--- config.mk ---
export PLATFORM = sky130hd
export DESIGN_NAME = ppeiu_port_irq_unit
export DESIGN_NICKNAME = d
export VERILOG_FILES = /design/src/core/ppeiu_pkg.sv /design/src/core/ppeiu_port_irq_unit.sv
export SDC_FILE = /design/constraint.sdc
export NUM_CORES = 1
export LEC_CHECK = 0
export ABC_CLOCK_PERIOD_IN_PS = 3100
export BUFFER_PORTS_ARGS = -buffer_cell sky130_fd_sc_hd__buf_2
export CAP_MARGIN = 20
export CORE_MARGIN = 5
export CORE_UTILIZATION = 42
export DETAILED_ROUTE_END_ITERATION = 12
export PLACE_DENSITY_LB_ADDON = 0.15
export RECOVER_POWER = 100
export SYNTH_ARGS = -nofsm -noshare
export SYNTH_HDL_FRONTEND = slang
export SYNTH_SLANG_ARGS = --single-unit
--- constraint.sdc ---
create_clock -name aclk -period 3.1 [get_ports aclk]
set_clock_uncertainty 0.2 [all_clocks]
set_input_delay 0.31 -clock aclk [delete_from_list [all_inputs] [get_ports aclk]]
set_output_delay 0.31 -clock aclk [all_outputs]
set_load 0.01 [all_outputs]
--- src/core/ppeiu_pkg.sv ---
`default_nettype none
package ppeiu_pkg;
	// register byte offsets
	localparam logic [5:0] OFF_EDGE_SEL0 = 6'h00;
	localparam logic [5:0] OFF_EVENT_FLAGS = 6'h20;
	localparam logic [5:0] OFF_SNAPSHOT = 6'h24;
	localparam logic [5:0] OFF_PIN_LEVEL = 6'h28;
	localparam int NUM_PINS = 8;
	localparam int EDGE_SEL_W = 2;
	localparam logic [1:0] EDGE_SEL_RESET = 2'h0;
	localparam logic [7:0] FLAGS_RESET = 8'h00;
	localparam logic [7:0] SNAP_RESET = 8'h00;
	localparam logic [1:0] RESP_OKAY = 2'h0;
	localparam logic [1:0] RESP_SLVERR = 2'h2;

	typedef enum logic [1:0] {
		PPEIU_EDGE_NONE = 2'h0,
		PPEIU_EDGE_RISE = 2'h1,
		PPEIU_EDGE_FALL = 2'h2,
		PPEIU_EDGE_BOTH = 2'h3
	} ppeiu_edge_t;

	typedef struct packed {
		logic [1:0] resp;
		logic [31:0] data;
	} ppeiu_rd_t;
endpackage
`default_nettype wire

--- src/core/ppeiu_port_irq_unit.sv ---
// Chosen here: the AXI4-Lite interface to the registers and the placing of the registers.
`timescale 1ns/100ps
`default_nettype none
// Notes on behaviour
// - each pin has its own edge select: rising, falling or either.
// - no level-sensitive detection; only edges create events.
// - a selected edge sets that pin's flag and requests an interrupt.
// - reading the flag register clears every flag that read as one.
// - flags reading zero keep capturing edges during and after the read.
// - during a read, new edges on already-pending pins are ignored.
// - during a read, non-pending pins still set on a selected edge.
// - wake output is wake input ORed with own pin events.
// - units chain wake out to next wake in; last goes to power manager.
// - pad state is untouched by sleep; this unit never drives pads.
// - detection keeps running in sleep modes to allow wake.
// - interrupt logic works in all low-power modes.
// - all pin events combine into one interrupt request output.
// - one unit serves eight pins with one interrupt output.
// - interrupt generation is enabled per pin.
// - the flag register holds one bit per pin.
// - each flag read captures pin levels into a snapshot register.
// - one edge select register per pin, one flag and one snapshot register.
// - registers are reached through the bus hub interface.
module ppeiu_port_irq_unit (
	input wire logic aclk,
	input wire logic aresetn,
	input wire logic [7:0] pin_in,
	input wire logic wake_in,
	output logic wake_out,
	output logic port_combined_irq,
	input wire logic [5:0] s_axi_awaddr,
	input wire logic s_axi_awvalid,
	output logic s_axi_awready,
	input wire logic [31:0] s_axi_wdata,
	input wire logic [3:0] s_axi_wstrb,
	input wire logic s_axi_wvalid,
	output logic s_axi_wready,
	output logic [1:0] s_axi_bresp,
	output logic s_axi_bvalid,
	input wire logic s_axi_bready,
	input wire logic [5:0] s_axi_araddr,
	input wire logic s_axi_arvalid,
	output logic s_axi_arready,
	output logic [31:0] s_axi_rdata,
	output logic [1:0] s_axi_rresp,
	output logic s_axi_rvalid,
	input wire logic s_axi_rready
);
	// ********************************
	// pin sampling and edge detection
	// ********************************
	// one clock, no gating: keeps detecting in every sleep mode
	logic [7:0] sync1;
	logic [7:0] sync2;
	logic [7:0] prev;
	logic [1:0] edge_sel [8];
	logic [7:0] event_hit;
	logic [7:0] flags;
	logic [7:0] snapshot;

	// pins are inputs only, so pad state is never touched here
	always_ff @(posedge aclk) begin
		if (!aresetn) begin
			sync1 <= 8'h00;
			sync2 <= 8'h00;
			prev <= 8'h00;
		end else begin
			sync1 <= pin_in;
			sync2 <= sync1;
			prev <= sync2;
		end
	end

	genvar gi;
	generate
		for (gi = 0; gi < ppeiu_pkg::NUM_PINS; gi++) begin : g_pin
			logic rise;
			logic fall;
			assign rise = sync2[gi] & ~prev[gi];
			assign fall = ~sync2[gi] & prev[gi];
			// edge only, per pin, none means disabled
			assign event_hit[gi] =
				(edge_sel[gi] == ppeiu_pkg::PPEIU_EDGE_RISE && rise) ||
				(edge_sel[gi] == ppeiu_pkg::PPEIU_EDGE_FALL && fall) ||
				(edge_sel[gi] == ppeiu_pkg::PPEIU_EDGE_BOTH && (rise | fall));
		end
	endgenerate

	// ********************************
	// bus slave: write channel
	// ********************************
	logic aw_held;
	logic w_held;
	logic [5:0] aw_addr;
	logic [31:0] w_data;
	logic [3:0] w_strb;
	logic do_write;
	assign do_write = aw_held && w_held && !s_axi_bvalid;

	always_ff @(posedge aclk) begin
		if (!aresetn) begin
			aw_held <= 1'b0;
			w_held <= 1'b0;
			aw_addr <= 6'h00;
			w_data <= 32'h0000_0000;
			w_strb <= 4'h0;
			s_axi_awready <= 1'b0;
			s_axi_wready <= 1'b0;
			s_axi_bvalid <= 1'b0;
			s_axi_bresp <= ppeiu_pkg::RESP_OKAY;
		end else begin
			s_axi_awready <= !aw_held && !(s_axi_awvalid && s_axi_awready);
			s_axi_wready <= !w_held && !(s_axi_wvalid && s_axi_wready);
			if (s_axi_awvalid && s_axi_awready) begin
				aw_held <= 1'b1;
				aw_addr <= s_axi_awaddr;
			end
			if (s_axi_wvalid && s_axi_wready) begin
				w_held <= 1'b1;
				w_data <= s_axi_wdata;
				w_strb <= s_axi_wstrb;
			end
			if (do_write) begin
				aw_held <= 1'b0;
				w_held <= 1'b0;
				s_axi_bvalid <= 1'b1;
				s_axi_bresp <= (aw_addr[5] == 1'b0 && aw_addr[1:0] == 2'h0) ?
					ppeiu_pkg::RESP_OKAY : ppeiu_pkg::RESP_SLVERR;
			end else if (s_axi_bvalid && s_axi_bready) begin
				s_axi_bvalid <= 1'b0;
			end
		end
	end

	// one edge select register per pin, word 0..7
	generate
		for (gi = 0; gi < ppeiu_pkg::NUM_PINS; gi++) begin : g_sel
			always_ff @(posedge aclk) begin
				if (!aresetn) begin
					edge_sel[gi] <= ppeiu_pkg::EDGE_SEL_RESET;
				end else if (do_write && w_strb[0] && aw_addr[1:0] == 2'h0
					&& aw_addr[5:2] == 4'(gi)) begin
					edge_sel[gi] <= w_data[1:0];
				end
			end
		end
	endgenerate

	// ********************************
	// bus slave: read channel
	// ********************************
	logic flag_read;
	logic [7:0] next_flags;
	logic [31:0] rd_word;
	ppeiu_pkg::ppeiu_rd_t rd;

	always_comb begin
		rd.resp = ppeiu_pkg::RESP_OKAY;
		rd.data = 32'h0000_0000;
		rd_word = 32'h0000_0000;
		if (s_axi_araddr[1:0] != 2'h0) begin
			rd.resp = ppeiu_pkg::RESP_SLVERR;
		end else if (s_axi_araddr[5] == 1'b0) begin
			rd_word[1:0] = edge_sel[s_axi_araddr[4:2]];
			rd.data = rd_word;
		end else begin
			case (s_axi_araddr)
				ppeiu_pkg::OFF_EVENT_FLAGS: rd.data = {24'h000000, flags};
				ppeiu_pkg::OFF_SNAPSHOT: rd.data = {24'h000000, snapshot};
				ppeiu_pkg::OFF_PIN_LEVEL: rd.data = {24'h000000, sync2};
				default: rd.resp = ppeiu_pkg::RESP_SLVERR;
			endcase
		end
	end

	assign flag_read = s_axi_arvalid && s_axi_arready
		&& s_axi_araddr == ppeiu_pkg::OFF_EVENT_FLAGS;

	always_ff @(posedge aclk) begin
		if (!aresetn) begin
			s_axi_arready <= 1'b0;
			s_axi_rvalid <= 1'b0;
			s_axi_rdata <= 32'h0000_0000;
			s_axi_rresp <= ppeiu_pkg::RESP_OKAY;
		end else begin
			s_axi_arready <= !s_axi_rvalid && !(s_axi_arvalid && s_axi_arready);
			if (s_axi_arvalid && s_axi_arready) begin
				s_axi_rvalid <= 1'b1;
				s_axi_rdata <= rd.data;
				s_axi_rresp <= rd.resp;
			end else if (s_axi_rvalid && s_axi_rready) begin
				s_axi_rvalid <= 1'b0;
			end
		end
	end

	// ********************************
	// event flags and snapshot
	// ********************************
	// the read is the single address-accept cycle, so the returned word and
	// the clear see the same flags; pending pins drop new edges that cycle
	always_comb begin
		if (flag_read) begin
			// clear what read as one, pending edges blocked
			// zero bits still capture
			next_flags = event_hit & ~flags;
		end else begin
			next_flags = flags | event_hit;
		end
	end

	always_ff @(posedge aclk) begin
		if (!aresetn) begin
			flags <= ppeiu_pkg::FLAGS_RESET;
		end else begin
			flags <= next_flags;
		end
	end

	always_ff @(posedge aclk) begin
		if (!aresetn) begin
			snapshot <= ppeiu_pkg::SNAP_RESET;
		end else if (flag_read) begin
			snapshot <= sync2;
		end
	end

	// ********************************
	// request and wake outputs
	// ********************************
	// registered: wake_out lags event_hit by one cycle, port_combined_irq rises with the flags; keeps outputs glitch free
	always_ff @(posedge aclk) begin
		if (!aresetn) begin
			port_combined_irq <= 1'b0;
			wake_out <= 1'b0;
		end else begin
			port_combined_irq <= |next_flags;
			wake_out <= wake_in | (|event_hit);
		end
	end

	// ********************************
	// assertions
	// ********************************
	property p_set_on_edge;
		@(posedge aclk) disable iff (!aresetn)
		(event_hit != 8'h00 && !flag_read) |=> ((flags & $past(event_hit)) == $past(event_hit));
	endproperty
	a_set_on_edge: assert property (p_set_on_edge)
		else $error("edge did not set flag");

	property p_clear_on_read;
		@(posedge aclk) disable iff (!aresetn)
		flag_read |=> ((flags & $past(flags)) == 8'h00);
	endproperty
	a_clear_on_read: assert property (p_clear_on_read)
		else $error("pending flag not cleared");

	property p_capture_during_read;
		@(posedge aclk) disable iff (!aresetn)
		flag_read |=> ((flags & ~$past(flags)) == ($past(event_hit) & ~$past(flags)));
	endproperty
	a_capture_during_read: assert property (p_capture_during_read)
		else $error("idle pin lost event");

	property p_rdata_flags;
		@(posedge aclk) disable iff (!aresetn)
		flag_read |=> (s_axi_rvalid && s_axi_rdata[7:0] == $past(flags));
	endproperty
	a_rdata_flags: assert property (p_rdata_flags)
		else $error("flag read data wrong");

	property p_snapshot;
		@(posedge aclk) disable iff (!aresetn)
		flag_read |=> (snapshot == $past(sync2));
	endproperty
	a_snapshot: assert property (p_snapshot)
		else $error("snapshot not captured");

	property p_irq_tracks;
		@(posedge aclk) disable iff (!aresetn)
		##1 (port_combined_irq == (flags != 8'h00));
	endproperty
	a_irq_tracks: assert property (p_irq_tracks)
		else $error("irq mismatch with flags");

	property p_wake;
		@(posedge aclk) disable iff (!aresetn)
		(wake_in || event_hit != 8'h00) |=> wake_out;
	endproperty
	a_wake: assert property (p_wake)
		else $error("wake not raised");

	property p_none_disabled;
		@(posedge aclk) disable iff (!aresetn)
		(edge_sel[0] == ppeiu_pkg::PPEIU_EDGE_NONE) |-> !event_hit[0];
	endproperty
	a_none_disabled: assert property (p_none_disabled)
		else $error("disabled pin fired");

	property p_rise_only;
		@(posedge aclk) disable iff (!aresetn)
		(edge_sel[1] == ppeiu_pkg::PPEIU_EDGE_RISE && $fell(sync2[1])) |-> !event_hit[1];
	endproperty
	a_rise_only: assert property (p_rise_only)
		else $error("rise mode hit on fall");

	property p_fall_only;
		@(posedge aclk) disable iff (!aresetn)
		(edge_sel[2] == ppeiu_pkg::PPEIU_EDGE_FALL && $rose(sync2[2])) |-> !event_hit[2];
	endproperty
	a_fall_only: assert property (p_fall_only)
		else $error("fall mode hit on rise");

	property p_both_edges;
		@(posedge aclk) disable iff (!aresetn)
		(edge_sel[3] == ppeiu_pkg::PPEIU_EDGE_BOTH && sync2[3] != prev[3]) |-> event_hit[3];
	endproperty
	a_both_edges: assert property (p_both_edges)
		else $error("either-edge mode missed an edge");

	property p_block_pending;
		@(posedge aclk) disable iff (!aresetn)
		(flag_read && (flags & event_hit) != 8'h00) |=>
			((flags & $past(flags & event_hit)) == 8'h00);
	endproperty
	a_block_pending: assert property (p_block_pending)
		else $error("pending pin not blocked during read");

	property p_keep_flag;
		@(posedge aclk) disable iff (!aresetn)
		!flag_read |=> ((flags & $past(flags)) == $past(flags));
	endproperty
	a_keep_flag: assert property (p_keep_flag)
		else $error("flag dropped without a read");

	property p_no_spurious;
		@(posedge aclk) disable iff (!aresetn)
		(event_hit == 8'h00) |=> ((flags & ~$past(flags)) == 8'h00);
	endproperty
	a_no_spurious: assert property (p_no_spurious)
		else $error("flag set without an edge");

	property p_wake_quiet;
		@(posedge aclk) disable iff (!aresetn)
		(!wake_in && event_hit == 8'h00) |=> !wake_out;
	endproperty
	a_wake_quiet: assert property (p_wake_quiet)
		else $error("wake raised without a source");

	property p_sel_write;
		@(posedge aclk) disable iff (!aresetn)
		(do_write && w_strb[0] && aw_addr == ppeiu_pkg::OFF_EDGE_SEL0) |=>
			(edge_sel[0] == $past(w_data[1:0]));
	endproperty
	a_sel_write: assert property (p_sel_write)
		else $error("edge select write lost");

	property p_bvalid_hold;
		@(posedge aclk) disable iff (!aresetn)
		(s_axi_bvalid && !s_axi_bready) |=> (s_axi_bvalid && $stable(s_axi_bresp));
	endproperty
	a_bvalid_hold: assert property (p_bvalid_hold)
		else $error("write response dropped early");

	property p_rvalid_hold;
		@(posedge aclk) disable iff (!aresetn)
		(s_axi_rvalid && !s_axi_rready) |=> (s_axi_rvalid && $stable(s_axi_rdata));
	endproperty
	a_rvalid_hold: assert property (p_rvalid_hold)
		else $error("read data dropped early");

	c_read_flags: cover property (@(posedge aclk) disable iff (!aresetn)
		flag_read && flags != 8'h00);
	c_edge_in_read: cover property (@(posedge aclk) disable iff (!aresetn)
		flag_read && event_hit != 8'h00);
	c_blocked: cover property (@(posedge aclk) disable iff (!aresetn)
		flag_read && (flags & event_hit) != 8'h00);
	c_write: cover property (@(posedge aclk) disable iff (!aresetn)
		do_write);
	c_wake: cover property (@(posedge aclk) disable iff (!aresetn)
		wake_out && !wake_in);
endmodule
`default_nettype wire

==> impl_metrics.prom, run 1 <==
# TYPE chip_impl_metric gauge
chip_impl_metric{name="coreArea",unit="sq um"} 8760
chip_impl_metric{name="via_per_instance_ratio",unit=""} 4.96
chip_impl_metric{name="drt-initial-drc-count",unit=""} 89
chip_impl_metric{name="edff_count_synth",unit=""} 16
chip_impl_metric{name="ir_worst_vdd",unit="mV"} 0.314
chip_impl_metric{name="maximum_number_of_pins_on_one_net_before_global_route_repair",unit=""} 35
chip_impl_info{name="outcome",value="complete, no violations"} 1
chip_impl_info{name="cts_tree",value="built"} 1
chip_impl_metric{name="post-cts-setup-buffers",unit=""} 0
chip_impl_metric{name="placementRows",unit=""} 34
chip_impl_metric{name="drive_above_1_share",unit="%"} 12.4
chip_impl_info{name="worst_r2r_start",value="s_axi_arready$_SDFF_PN0_"} 1
chip_impl_metric{name="hold_buffers",unit=""} 15
chip_impl_metric{name="asyncSetResetFlopFracSynth",unit="%"} 0
chip_impl_metric{name="io_buffer_count",unit=""} 47
chip_impl_info{name="hold_class",value="in -> reg"} 1
chip_impl_metric{name="placedCellCount",unit=""} 553
chip_impl_info{name="critical_path.reg2reg.endpoint",value="port_combined_irq$_SDFF_PN0_"} 1
chip_impl_metric{name="design.portCount",unit=""} 107
chip_impl_metric{name="tritoncts.num_buffers",unit=""} 9
chip_impl_metric{name="ff2ff_path_depth",unit=""} 5
chip_impl_metric{name="drv.max_cap_violation_count",unit=""} 0
chip_impl_metric{name="detailedRoute.firstPassIterationCount",unit=""} 4
chip_impl_metric{name="insertion_delay",unit="ns"} 0.34
chip_impl_metric{name="post_drt_wl_per_cell",unit="um"} 13.9
chip_impl_info{name="setup_repair_after_global_routing_missed_its_margin",value="false"} 1
chip_impl_metric{name="synth_largest_type_area_fraction",unit="%"} 35.7
chip_impl_metric{name="min_period",unit="ns"} 2.59
chip_impl_metric{name="timing.slew.headroom",unit="%"} 12.2
chip_impl_metric{name="post_synth_inst_count",unit=""} 416
chip_impl_info{name="cp-start-kind",value="flop"} 1
chip_impl_metric{name="overflow",unit=""} 0
chip_impl_metric{name="cts.sinks",unit=""} 84
chip_impl_metric{name="final_net_count",unit=""} 551
chip_impl_metric{name="finalWeightedCongestion",unit=""} 0.825
chip_impl_metric{name="critPathRequiredTime",unit="ns"} 3.13
chip_impl_metric{name="fin_cells",unit=""} 584
chip_impl_metric{name="die_width",unit="um"} 105
chip_impl_metric{name="regToRegSetupSlack",unit="ns"} 0.51
chip_impl_metric{name="dr_total_vias",unit=""} 2896
chip_impl_metric{name="ys_seq_elements",unit=""} 84
chip_impl_metric{name="die-area",unit="sq um"} 11100
chip_impl_metric{name="final_max_slew_viol_count",unit=""} 0
chip_impl_info{name="worstHoldStart",value="s_axi_wdata[0]"} 1
chip_impl_metric{name="library_cells_used_by_synthesis",unit=""} 42
chip_impl_metric{name="n_antenna_cell",unit=""} 0
chip_impl_metric{name="worstPathMaxFanout",unit=""} 5
chip_impl_info{name="worst-setup-path-type",value="reg -> reg"} 1
chip_impl_metric{name="num-fill-cells",unit=""} 900
chip_impl_metric{name="number_of_cells_traversed_by_the_worst_hold_path",unit=""} 3
chip_impl_metric{name="fmax",unit="MHz"} 386
chip_impl_metric{name="cts.reportedPaths.clkPinSlew",unit="ns"} 0.08
chip_impl_metric{name="setup_violations",unit=""} 0
chip_impl_metric{name="tightest_slew",unit="ns"} 1.32
chip_impl_metric{name="critPathArrivalTime",unit="ns"} 2.62
chip_impl_info{name="synth_top_flop_cell",value="sky130_fd_sc_hd__dfxtp_1"} 1
chip_impl_metric{name="power.density_cell_area",unit="nW/um^2"} 495
chip_impl_metric{name="antenna_found_initial",unit=""} 0
chip_impl_info{name="most-common-layout-cells",value="sky130_fd_sc_hd__dfxtp_1 (68), sky130_fd_sc_hd__nor2_1 (62), sky130_fd_sc_hd__nand2_1 (34)"} 1
chip_impl_metric{name="antenna_violating_nets_post_route",unit=""} 0
chip_impl_metric{name="synth_sequential_area_ratio",unit="%"} 48.3
chip_impl_metric{name="post_synth_instance_area",unit="sq um"} 3810
chip_impl_metric{name="die-height",unit="um"} 105
chip_impl_metric{name="drt_wl_total",unit="um"} 8130
chip_impl_metric{name="leakage",unit="nW"} 1.79
chip_impl_info{name="clock_tree.root_cell",value="sky130_fd_sc_hd__clkbuf_8"} 1
chip_impl_metric{name="final_core_utilization",unit="%"} 49.7
chip_impl_metric{name="grt_pass1_vias",unit=""} 2795
chip_impl_metric{name="report.final.hold_viol_count",unit=""} 0
chip_impl_metric{name="total_power",unit="mW"} 2.16
chip_impl_info{name="synth.area.top_cells",value="sky130_fd_sc_hd__dfxtp_1 (36%), sky130_fd_sc_hd__edfxtp_1 (13%), sky130_fd_sc_hd__nor2_1 (6.1%)"} 1
chip_impl_metric{name="postSynthAreaPerCell",unit="sq um"} 9.16
chip_impl_metric{name="final_min_period_over_clock_period",unit="%"} 83.6
chip_impl_metric{name="cts_repair_resize_count",unit=""} 0
chip_impl_info{name="final_common_cell",value="sky130_fd_sc_hd__dfxtp_1"} 1
chip_impl_metric{name="place_hpwl",unit="um"} 6150
chip_impl_metric{name="grtUsageTotal",unit="%"} 15.2
chip_impl_metric{name="start_util",unit="%"} 43.5
chip_impl_metric{name="cts.path.max_buffers",unit=""} 2
chip_impl_metric{name="area_growth_synth_to_finish",unit="%"} 14.3
chip_impl_metric{name="drc",unit=""} 0
chip_impl_info{name="critPathLaunch",value="s_axi_arready$_SDFF_PN0_"} 1
chip_impl_metric{name="htreeDepth",unit=""} 3
chip_impl_info{name="hold_critical_path_endpoint",value="w_data[0]$_SDFFE_PN0P_"} 1
chip_impl_metric{name="grt_first_pass_wirelength",unit="um"} 13700
chip_impl_metric{name="yosysWarningCount",unit=""} 0
chip_impl_metric{name="tns",unit="ns"} 0
chip_impl_info{name="worst_setup_path_end_kind",value="flop"} 1
chip_impl_info{name="yosysTopAreaCell",value="sky130_fd_sc_hd__dfxtp_1"} 1
==> worst max-delay path by stage <==
stage / endpoint / slack (ns)
floorplan: port_combined_irq$_SDFF_PN0_ / 0.56
global placement: port_combined_irq$_SDFF_PN0_ / 0.42
detailed placement: port_combined_irq$_SDFF_PN0_ / 0.44
CTS: port_combined_irq$_SDFF_PN0_ / 0.50
global route: port_combined_irq$_SDFF_PN0_ / 0.41
finish: port_combined_irq$_SDFF_PN0_ / 0.51
==> kinds of logic (layout without fill, tap and decap cells) <==
kind of cell / Yosys count / count (layout) / share of synthesized area [%]
AO/OA/AOI/OAI: 72 / 72 / 11.0
adder cells (fa/ha/maj): 16 / 16 / 5.25
buffers and inverters: 65 / 100 / 9.03
flip-flops: 84 / 84 / 48.3
multiplexers: 14 / 14 / 4.99
other: 1 / 26 / 0.0984
AND/OR/NAND/NOR: 164 / 164 / 21.3
==> state kept, by name, indices dropped and copies added (netlist names), 2 cells and up <==
register	cells
sync2	8
aw_addr	6
flags	8
snapshot	8
prev	8
sync1	8
edge_sel	16
w_data	2
s_axi_rdata	8
==> synth_stat cells, drive strengths merged (3+ instances only) <==
master	number
or2	7
a21oi	32
nand4	3
mux2i	10
and2	18
inv	18
ha	16
edfxtp	16
nand3b	3
nand2b	4
clkbuf	18
and3b	7
nand2	34
mux4	4
a31oi	7
nand3	9
nor4	3
dfxtp	68
o21ai	17
nor2	62
a22o	6
buf	29
==> area by class of cell <==
class,instances,area (sq um),share of cell area [%]
multi-input cells,292,1720,39.5
clock inverters,3,26.3,0.603
clock buffers,13,180,4.14
repair buffers,66,387,8.87
flip-flops and latches,84,1840,42.3
inverters,18,67.6,1.55
well taps,108,135,3.10
==> worst max-delay path, stage by stage (launching register included) <==
cell and delay (ns):
sky130_fd_sc_hd__dfxtp_1 0.40, sky130_fd_sc_hd__and4bb_1 0.26, sky130_fd_sc_hd__or4b_1 0.51, sky130_fd_sc_hd__a21boi_0 0.15, sky130_fd_sc_hd__or4_1 0.54, sky130_fd_sc_hd__o41a_1 0.42
==> layer usage <==
| layer | track usage, % | share of wire [%] | wire length, um | up-vias |
|---|---|---|---|---|
| li1 | - | - | - | 1477 |
| met3 | 4.34 | 5.4 | 435 | 8 |
| met2 | 24.6 | 47 | 3850 | 65 |
| met1 | 20.0 | 46 | 3770 | 1346 |
| met4 | 3.74 | 0.92 | 75 | 0 |
| met5 | 0 | 0 | 0 | - |
==> per-stage QoR <==
step	instance area (sq um)	setup WS, ns	hold WS [ns]
2_1_floorplan	3910	0.558	0.212
3_3_place_gp	4030	0.423	0.215
3_5_place_dp	4030	0.442	0.220
4_1_cts	4390	0.497	0.000388
5_1_grt	4360	0.414	0.0207
6_report	4360	0.507	0.0227
==> power breakdown <==
| group | leakage, nW | internal, mW | switching, mW | total, mW |
|---|---|---|---|---|
| Sequential | 0.721 | 1.15 | 0.0341 | 1.19 |
| Clock | 0.105 | 0.390 | 0.384 | 0.774 |
| Combinational | 0.962 | 0.0867 | 0.112 | 0.199 |
| Total | 1.79 | 1.63 | 0.530 | 2.16 |
Power figures use the tool's default switching activity.
==> run 2: changes to the inputs <==
Settings changed: ABC_AREA set to 1, ABC_CLOCK_PERIOD_IN_PS 3100 to 2600.
Clock period 3.1 ns to 2.6 ns, I/O delays scaled along.
==> run 2 against run 1 <==
Net effect:
- utilization decreased by 0.10 points
- non-clock buffer count grew 2
- combinational power up 33%
- cell count is 22% higher
- die area grew 3.9%
- final area rose by 5.2%
- clock power is 33% higher
- wire length grew 2.0%
- critical path depth up 1
- hold slack lost 0.0076 ns
- via count is 11% higher
- synthesized area rose by 4.3%
- critical path type unchanged
- largest cell class unchanged
- largest power group unchanged
==> impl_metrics.prom, run 2 <==
# TYPE chip_impl_metric gauge
chip_impl_info{name="outcome",value="complete, no violations"} 1
chip_impl_info{name="worst-setup-path-type",value="reg -> reg"} 1
chip_impl_metric{name="ff2ff_path_depth",unit=""} 6
chip_impl_metric{name="antenna_violating_nets_post_route",unit=""} 0
chip_impl_metric{name="die-height",unit="um"} 107
chip_impl_info{name="cts_tree",value="built"} 1
chip_impl_metric{name="drc",unit=""} 0
chip_impl_info{name="hold_critical_path_endpoint",value="w_data[1]$_SDFFE_PN0P_"} 1
chip_impl_metric{name="postSynthAreaPerCell",unit="sq um"} 7.75
chip_impl_metric{name="number_of_cells_traversed_by_the_worst_hold_path",unit=""} 3
chip_impl_metric{name="coreArea",unit="sq um"} 9240
chip_impl_metric{name="tightest_slew",unit="ns"} 1.35
chip_impl_metric{name="final_min_period_over_clock_period",unit="%"} 83.5
chip_impl_metric{name="worstPathMaxFanout",unit=""} 14
chip_impl_metric{name="final_critical_path_setup_slack",unit="ns"} 0.428
chip_impl_metric{name="final_core_utilization",unit="%"} 49.6
chip_impl_metric{name="num-fill-cells",unit=""} 944
chip_impl_metric{name="drt_wl_total",unit="um"} 8290
chip_impl_info{name="critical_path.reg2reg.endpoint",value="edge_sel[0][1]$_SDFFCE_PN0P_"} 1
chip_impl_metric{name="ir_worst_vdd",unit="mV"} 0.345
chip_impl_metric{name="leakage",unit="nW"} 2.16
chip_impl_metric{name="regToRegSetupSlack",unit="ns"} 0.43
chip_impl_metric{name="io_buffer_count",unit=""} 47
chip_impl_metric{name="setup_violations",unit=""} 0
chip_impl_info{name="synth_top_flop_cell",value="sky130_fd_sc_hd__dfxtp_1"} 1
chip_impl_metric{name="die_width",unit="um"} 107
chip_impl_metric{name="antenna_found_initial",unit=""} 0
chip_impl_metric{name="final_net_count",unit=""} 658
chip_impl_metric{name="critPathArrivalTime",unit="ns"} 2.02
chip_impl_metric{name="fmax",unit="MHz"} 460
chip_impl_metric{name="synth_sequential_area_ratio",unit="%"} 46.3
chip_impl_metric{name="post_synth_instance_area",unit="sq um"} 3980
chip_impl_metric{name="placedCellCount",unit=""} 677
chip_impl_metric{name="place_hpwl",unit="um"} 6310
chip_impl_info{name="hold_class",value="in -> reg"} 1
chip_impl_metric{name="tns",unit="ns"} 0
chip_impl_info{name="regMostFlops",value="edge_sel"} 1
chip_impl_info{name="most-common-layout-cells",value="sky130_fd_sc_hd__nand2_1 (110), sky130_fd_sc_hd__inv_1 (77), sky130_fd_sc_hd__dfxtp_1 (68)"} 1
chip_impl_info{name="setup_repair_after_global_routing_missed_its_margin",value="false"} 1
chip_impl_metric{name="dpl-instance-area",unit="sq um"} 4210
chip_impl_metric{name="cts.reportedPaths.clkPinSlew",unit="ns"} 0.08
chip_impl_metric{name="htreeDepth",unit=""} 3
chip_impl_metric{name="fin_cells",unit=""} 712
chip_impl_metric{name="dr_total_vias",unit=""} 3226
chip_impl_metric{name="overflow",unit=""} 0
chip_impl_info{name="clock_tree.root_cell",value="sky130_fd_sc_hd__clkbuf_8"} 1
chip_impl_info{name="worstHoldStart",value="s_axi_wdata[1]"} 1
chip_impl_metric{name="seqCellArea",unit="sq um"} 1840
chip_impl_metric{name="post_drt_wl_per_cell",unit="um"} 11.6
chip_impl_metric{name="power.density_cell_area",unit="nW/um^2"} 588
chip_impl_metric{name="drt-initial-drc-count",unit=""} 111
chip_impl_metric{name="flip_flop_count_of_the_largest_register_all_copies_and_words_added",unit=""} 16
chip_impl_metric{name="design.portCount",unit=""} 107
chip_impl_metric{name="cts.path.max_buffers",unit=""} 2
chip_impl_metric{name="synth_largest_type_area_fraction",unit="%"} 34.2
chip_impl_metric{name="area_growth_synth_to_finish",unit="%"} 15.3
chip_impl_metric{name="asyncSetResetFlopFracSynth",unit="%"} 0
chip_impl_metric{name="final.hold.worst_slack",unit="ns"} 0.0151
chip_impl_metric{name="finalWeightedCongestion",unit=""} 0.841
chip_impl_info{name="synth.area.top_cells",value="sky130_fd_sc_hd__dfxtp_1 (34%), sky130_fd_sc_hd__edfxtp_1 (12%), sky130_fd_sc_hd__nand2_1 (10%)"} 1
chip_impl_metric{name="start_util",unit="%"} 43.0
chip_impl_info{name="synthTopCellsByCount",value="sky130_fd_sc_hd__nand2_1 (110), sky130_fd_sc_hd__inv_1 (77), sky130_fd_sc_hd__dfxtp_1 (68)"} 1
chip_impl_metric{name="timing.slew.headroom",unit="%"} 9.79
chip_impl_metric{name="ys_seq_elements",unit=""} 84
chip_impl_metric{name="drv.max_cap_violation_count",unit=""} 0
chip_impl_metric{name="via_per_instance_ratio",unit=""} 4.53
chip_impl_metric{name="total_power",unit="mW"} 2.70
chip_impl_info{name="cp-start-kind",value="flop"} 1
chip_impl_metric{name="report.final.hold_viol_count",unit=""} 0
chip_impl_metric{name="library_cells_used_by_synthesis",unit=""} 31
chip_impl_metric{name="multi_input_area",unit="sq um"} 1650
chip_impl_metric{name="die-area",unit="sq um"} 11500
chip_impl_metric{name="yosysWarningCount",unit=""} 0
chip_impl_info{name="synth_most_common_cell",value="sky130_fd_sc_hd__nand2_1"} 1
chip_impl_metric{name="post_synth_inst_count",unit=""} 513
chip_impl_metric{name="critPathRequiredTime",unit="ns"} 2.45
chip_impl_metric{name="grtUsageTotal",unit="%"} 15.1
chip_impl_metric{name="tritoncts.num_buffers",unit=""} 9
chip_impl_metric{name="grt_first_pass_wirelength",unit="um"} 14000
chip_impl_metric{name="min_period",unit="ns"} 2.17
chip_impl_metric{name="n_antenna_cell",unit=""} 0
chip_impl_info{name="yosysTopAreaCell",value="sky130_fd_sc_hd__dfxtp_1"} 1
chip_impl_metric{name="maximum_number_of_pins_on_one_net_before_global_route_repair",unit=""} 33
chip_impl_info{name="worst_r2r_start",value="w_held$_SDFFE_PP0P_"} 1
chip_impl_metric{name="edff_count_synth",unit=""} 16
chip_impl_info{name="final_common_cell",value="sky130_fd_sc_hd__nand2_1"} 1
chip_impl_metric{name="insertion_delay",unit="ns"} 0.35
chip_impl_info{name="worst_setup_path_end_kind",value="flop"} 1
chip_impl_metric{name="final_area",unit="sq um"} 4580
chip_impl_metric{name="drive_above_1_share",unit="%"} 9.95
chip_impl_metric{name="place_worst_setup_slack",unit="ns"} 0.728
chip_impl_metric{name="detailedRoute.firstPassIterationCount",unit=""} 4
chip_impl_metric{name="grt_pass1_vias",unit=""} 2982
chip_impl_metric{name="placementRows",unit=""} 35
chip_impl_metric{name="cts.sinks",unit=""} 84
chip_impl_metric{name="final_max_slew_viol_count",unit=""} 0
run 2: kinds of logic after synthesis:
| logic type | after synthesis | synth area share [%] |
|---|---|---|
| and+or+nand+nor | 232 | 25.8 |
| buffers and inverters | 121 | 14.5 |
| DFF | 84 | 46.3 |
| AOI/OAI and AO/OA | 59 | 8.18 |
| adders and majority gates | 16 | 5.04 |
| other | 1 | 0.0943 |
run 2: area by class of cell:
class,count,share of cell area (%)
flip-flops and latches,84,40.2
multi-input cells,333,35.9
repair buffers,68,8.95
inverters,82,6.74
well taps,129,3.52
clock buffers,11,2.87
clock inverters,5,1.83
run 2: worst max-delay path by stage:
stage                         startpoint                           end  slack (ns)  cells after the start
3_3_place_gp         w_held$_SDFFE_PP0P_  edge_sel[0][1]$_SDFFCE_PN0P_        0.78                      6
4_1_cts              w_held$_SDFFE_PP0P_  edge_sel[0][1]$_SDFFCE_PN0P_        0.71                      6
5_1_grt              w_held$_SDFFE_PP0P_  edge_sel[0][0]$_SDFFCE_PN0P_        0.30                      6
6_report             w_held$_SDFFE_PP0P_  edge_sel[0][1]$_SDFFCE_PN0P_        0.43                      6
2_1_floorplan  s_axi_bvalid$_SDFFE_PN0P_  edge_sel[5][0]$_SDFFCE_PN0P_        1.10                      6
3_5_place_dp         w_held$_SDFFE_PP0P_  edge_sel[0][0]$_SDFFCE_PN0P_        0.73                      6
run 2: where the power goes:
group	total, mW	switching [mW]	internal [mW]
clock network	1.03	0.480	0.546
logic	0.264	0.168	0.0955
registers	1.41	0.0304	1.38
run 2: metal layers:
metal / global-route usage, % / vias to the layer above / share of wire (%)
met5: 0 / - / 0
met4: 5.48 / 0 / 1.3
met3: 2.88 / 10 / 5.2
met2: 24.9 / 71 / 46
met1: 19.8 / 1439 / 47
li1: - / 1706 / -
run 2: what timing repair did:
action / CTS / global route
hold endpoints to repair: 19 / 0
buffers inserted: 0 / 0
gates resized for setup: 0 / 0
hold buffers: 19 / 0
run 2: worst max-delay path, stage by stage (launching register included):
cell and delay (ns):
sky130_fd_sc_hd__dfxtp_1 0.34, sky130_fd_sc_hd__inv_1 0.05, sky130_fd_sc_hd__nor2_1 0.09, sky130_fd_sc_hd__nand2_1 0.11
sky130_fd_sc_hd__nor2_1 0.58, sky130_fd_sc_hd__nand4_1 0.31, sky130_fd_sc_hd__nand2_1 0.20
==> run 3: changes to the inputs <==
Settings changed: ABC_CLOCK_PERIOD_IN_PS 2600 to 2300.
Clock period 2.6 ns to 2.3 ns, I/O delays scaled along.
==> run 3 against run 2 <==
Net effect:
- first-iteration DRC count increased by 4.5%
- cell count rose by 0.28%
- clock power grew 7%
- clock-buffer cell count increased by 2
- total power increased by 11%
- register-to-register slack got worse by 0.04 ns
- non-clock buffer count increased by 2
==> impl_metrics.prom, run 3 (synthesized netlist as in run 2, its figures left out) <==
# TYPE chip_impl_metric gauge
chip_impl_metric{name="grt_pass1_vias",unit=""} 2906
chip_impl_metric{name="ff2ff_path_depth",unit=""} 6
chip_impl_metric{name="worstPathMaxFanout",unit=""} 25
chip_impl_metric{name="critPathRequiredTime",unit="ns"} 2.40
chip_impl_metric{name="maximum_number_of_pins_on_one_net_before_global_route_repair",unit=""} 34
chip_impl_metric{name="antenna_found_initial",unit=""} 0
chip_impl_metric{name="cts.reportedPaths.clkPinSlew",unit="ns"} 0.09
chip_impl_metric{name="critPathArrivalTime",unit="ns"} 2.01
chip_impl_info{name="regMostFlops",value="edge_sel"} 1
chip_impl_metric{name="final_max_slew_viol_count",unit=""} 0
chip_impl_metric{name="htreeDepth",unit=""} 3
chip_impl_metric{name="finalWeightedCongestion",unit=""} 0.841
chip_impl_metric{name="fmax",unit="MHz"} 521
chip_impl_info{name="final_common_cell",value="sky130_fd_sc_hd__nand2_1"} 1
chip_impl_metric{name="drt-initial-drc-count",unit=""} 116
chip_impl_info{name="setup_repair_after_global_routing_missed_its_margin",value="false"} 1
chip_impl_info{name="cts_tree",value="built"} 1
chip_impl_metric{name="die-area",unit="sq um"} 11500
chip_impl_metric{name="report.final.hold_viol_count",unit=""} 0
chip_impl_metric{name="overflow",unit=""} 0
chip_impl_info{name="worst-setup-path-type",value="in -> reg"} 1
chip_impl_metric{name="drv.max_cap_violation_count",unit=""} 0
chip_impl_metric{name="cts_repair_resize_count",unit=""} 0
chip_impl_metric{name="design.portCount",unit=""} 107
chip_impl_metric{name="post_drt_wl_per_cell",unit="um"} 11.6
chip_impl_metric{name="ir_worst_vdd",unit="mV"} 0.260
chip_impl_metric{name="die-height",unit="um"} 107
chip_impl_metric{name="grtUsageTotal",unit="%"} 14.9
chip_impl_metric{name="place_worst_setup_slack",unit="ns"} 0.425
chip_impl_metric{name="via_per_instance_ratio",unit=""} 4.53
chip_impl_metric{name="n_antenna_cell",unit=""} 0
chip_impl_metric{name="hold_buffers",unit=""} 21
chip_impl_metric{name="power.density_cell_area",unit="nW/um^2"} 648
chip_impl_metric{name="die_width",unit="um"} 107
chip_impl_info{name="worst_setup_path_end_kind",value="flop"} 1
chip_impl_metric{name="flip_flop_count_of_the_largest_register_all_copies_and_words_added",unit=""} 16
chip_impl_metric{name="cts.sinks",unit=""} 84
chip_impl_metric{name="min_period",unit="ns"} 1.92
chip_impl_metric{name="cts.path.max_buffers",unit=""} 2
chip_impl_metric{name="drive_above_1_share",unit="%"} 10.3
chip_impl_metric{name="setup_violations",unit=""} 0
chip_impl_metric{name="num-fill-cells",unit=""} 957
chip_impl_metric{name="place_hpwl",unit="um"} 6220
chip_impl_metric{name="coreArea",unit="sq um"} 9240
chip_impl_metric{name="detailedRoute.firstPassIterationCount",unit=""} 5
chip_impl_metric{name="final_min_period_over_clock_period",unit="%"} 83.4
chip_impl_metric{name="start_util",unit="%"} 43.0
chip_impl_info{name="clock_tree.root_cell",value="sky130_fd_sc_hd__clkbuf_8"} 1
chip_impl_metric{name="post-cts-setup-buffers",unit=""} 0
chip_impl_metric{name="number_of_cells_traversed_by_the_worst_hold_path",unit=""} 3
chip_impl_metric{name="drt_wl_total",unit="um"} 8280
chip_impl_metric{name="dr_total_vias",unit=""} 3231
chip_impl_metric{name="tns",unit="ns"} 0
chip_impl_metric{name="insertion_delay",unit="ns"} 0.35
chip_impl_metric{name="tightest_slew",unit="ns"} 1.35
chip_impl_metric{name="tritoncts.num_buffers",unit=""} 9
chip_impl_info{name="most-common-layout-cells",value="sky130_fd_sc_hd__nand2_1 (110), sky130_fd_sc_hd__inv_1 (77), sky130_fd_sc_hd__dfxtp_1 (68)"} 1
chip_impl_info{name="cp-start-kind",value="input port"} 1
chip_impl_info{name="hold_class",value="in -> reg"} 1
chip_impl_metric{name="timing.slew.headroom",unit="%"} 10.3
chip_impl_metric{name="drc",unit=""} 0
chip_impl_metric{name="regToRegSetupSlack",unit="ns"} 0.39
chip_impl_metric{name="final_critical_path_setup_slack",unit="ns"} 0.381
chip_impl_metric{name="leakage",unit="nW"} 2.17
chip_impl_metric{name="grt_first_pass_wirelength",unit="um"} 13700
chip_impl_metric{name="antenna_violating_nets_post_route",unit=""} 0
chip_impl_metric{name="final_net_count",unit=""} 660
chip_impl_metric{name="placementRows",unit=""} 35
chip_impl_metric{name="io_buffer_count",unit=""} 47
chip_impl_metric{name="area_growth_synth_to_finish",unit="%"} 15.9
chip_impl_info{name="outcome",value="complete, no violations"} 1
## run 3: final timing paths
check	from	to
worst max-delay path	aresetn	s_axi_rvalid$_SDFFE_PN0P_
worst min-delay path	s_axi_wvalid	w_held$_SDFFE_PP0P_
worst max register to register	w_held$_SDFFE_PP0P_	edge_sel[0][0]$_SDFFCE_PN0P_
worst min register to register	sync1[3]$_SDFF_PN0_	sync2[3]$_SDFF_PN0_
## run 3: routing by layer
metal | wire length (um) | global-route usage (%)
met1 | 3750 | 19.1
met2 | 3840 | 23.9
met3 | 564 | 3.06
met4 | 121 | 6.76
met5 | 0 | 0
## run 3: cell type report
cell class / instances / area (sq um) / area share (%)
sequential: 84 / 1840 / 40.0
timing repair buffer: 70 / 430 / 9.34
inverter: 82 / 309 / 6.71
multi-input combinational: 333 / 1650 / 35.8
clock inverter: 3 / 25.0 / 0.543
clock buffer: 13 / 191 / 4.15
tap: 129 / 161 / 3.50
## run 3: worst max-delay path, cell delays in order
cell and delay [ns]:
sky130_fd_sc_hd__clkbuf_1 0.15, sky130_fd_sc_hd__clkbuf_1 0.80, sky130_fd_sc_hd__nand2_1 0.11, sky130_fd_sc_hd__o21ai_0 0.17
sky130_fd_sc_hd__dlygate4sd3_1 0.56
## run 3: stage by stage
| step | hold WS (ns) | instance area (sq um) | cells | total power, mW | util (%) |
|---|---|---|---|---|---|
| 5_1_grt | 0.0992 | 4610 | 714 | 3.14 | 49.9 |
| 3_3_place_gp | 0.195 | 4210 | 677 | 1.90 | 45.6 |
| 4_1_cts | 0.0499 | 4640 | 714 | 3.03 | 50.2 |
| 6_report | 0.0665 | 4610 | 714 | 2.99 | 49.9 |
| 3_5_place_dp | 0.196 | 4210 | 677 | 1.90 | 45.6 |
| 2_1_floorplan | 0.128 | 4070 | 538 | 1.84 | - |
## run 3: report_power, final
part,total [mW],internal [mW],switching (mW)
combinational,0.300,0.110,0.190
clock,1.10,0.560,0.535
sequential,1.59,1.56,0.0344
total,2.99,2.23,0.759
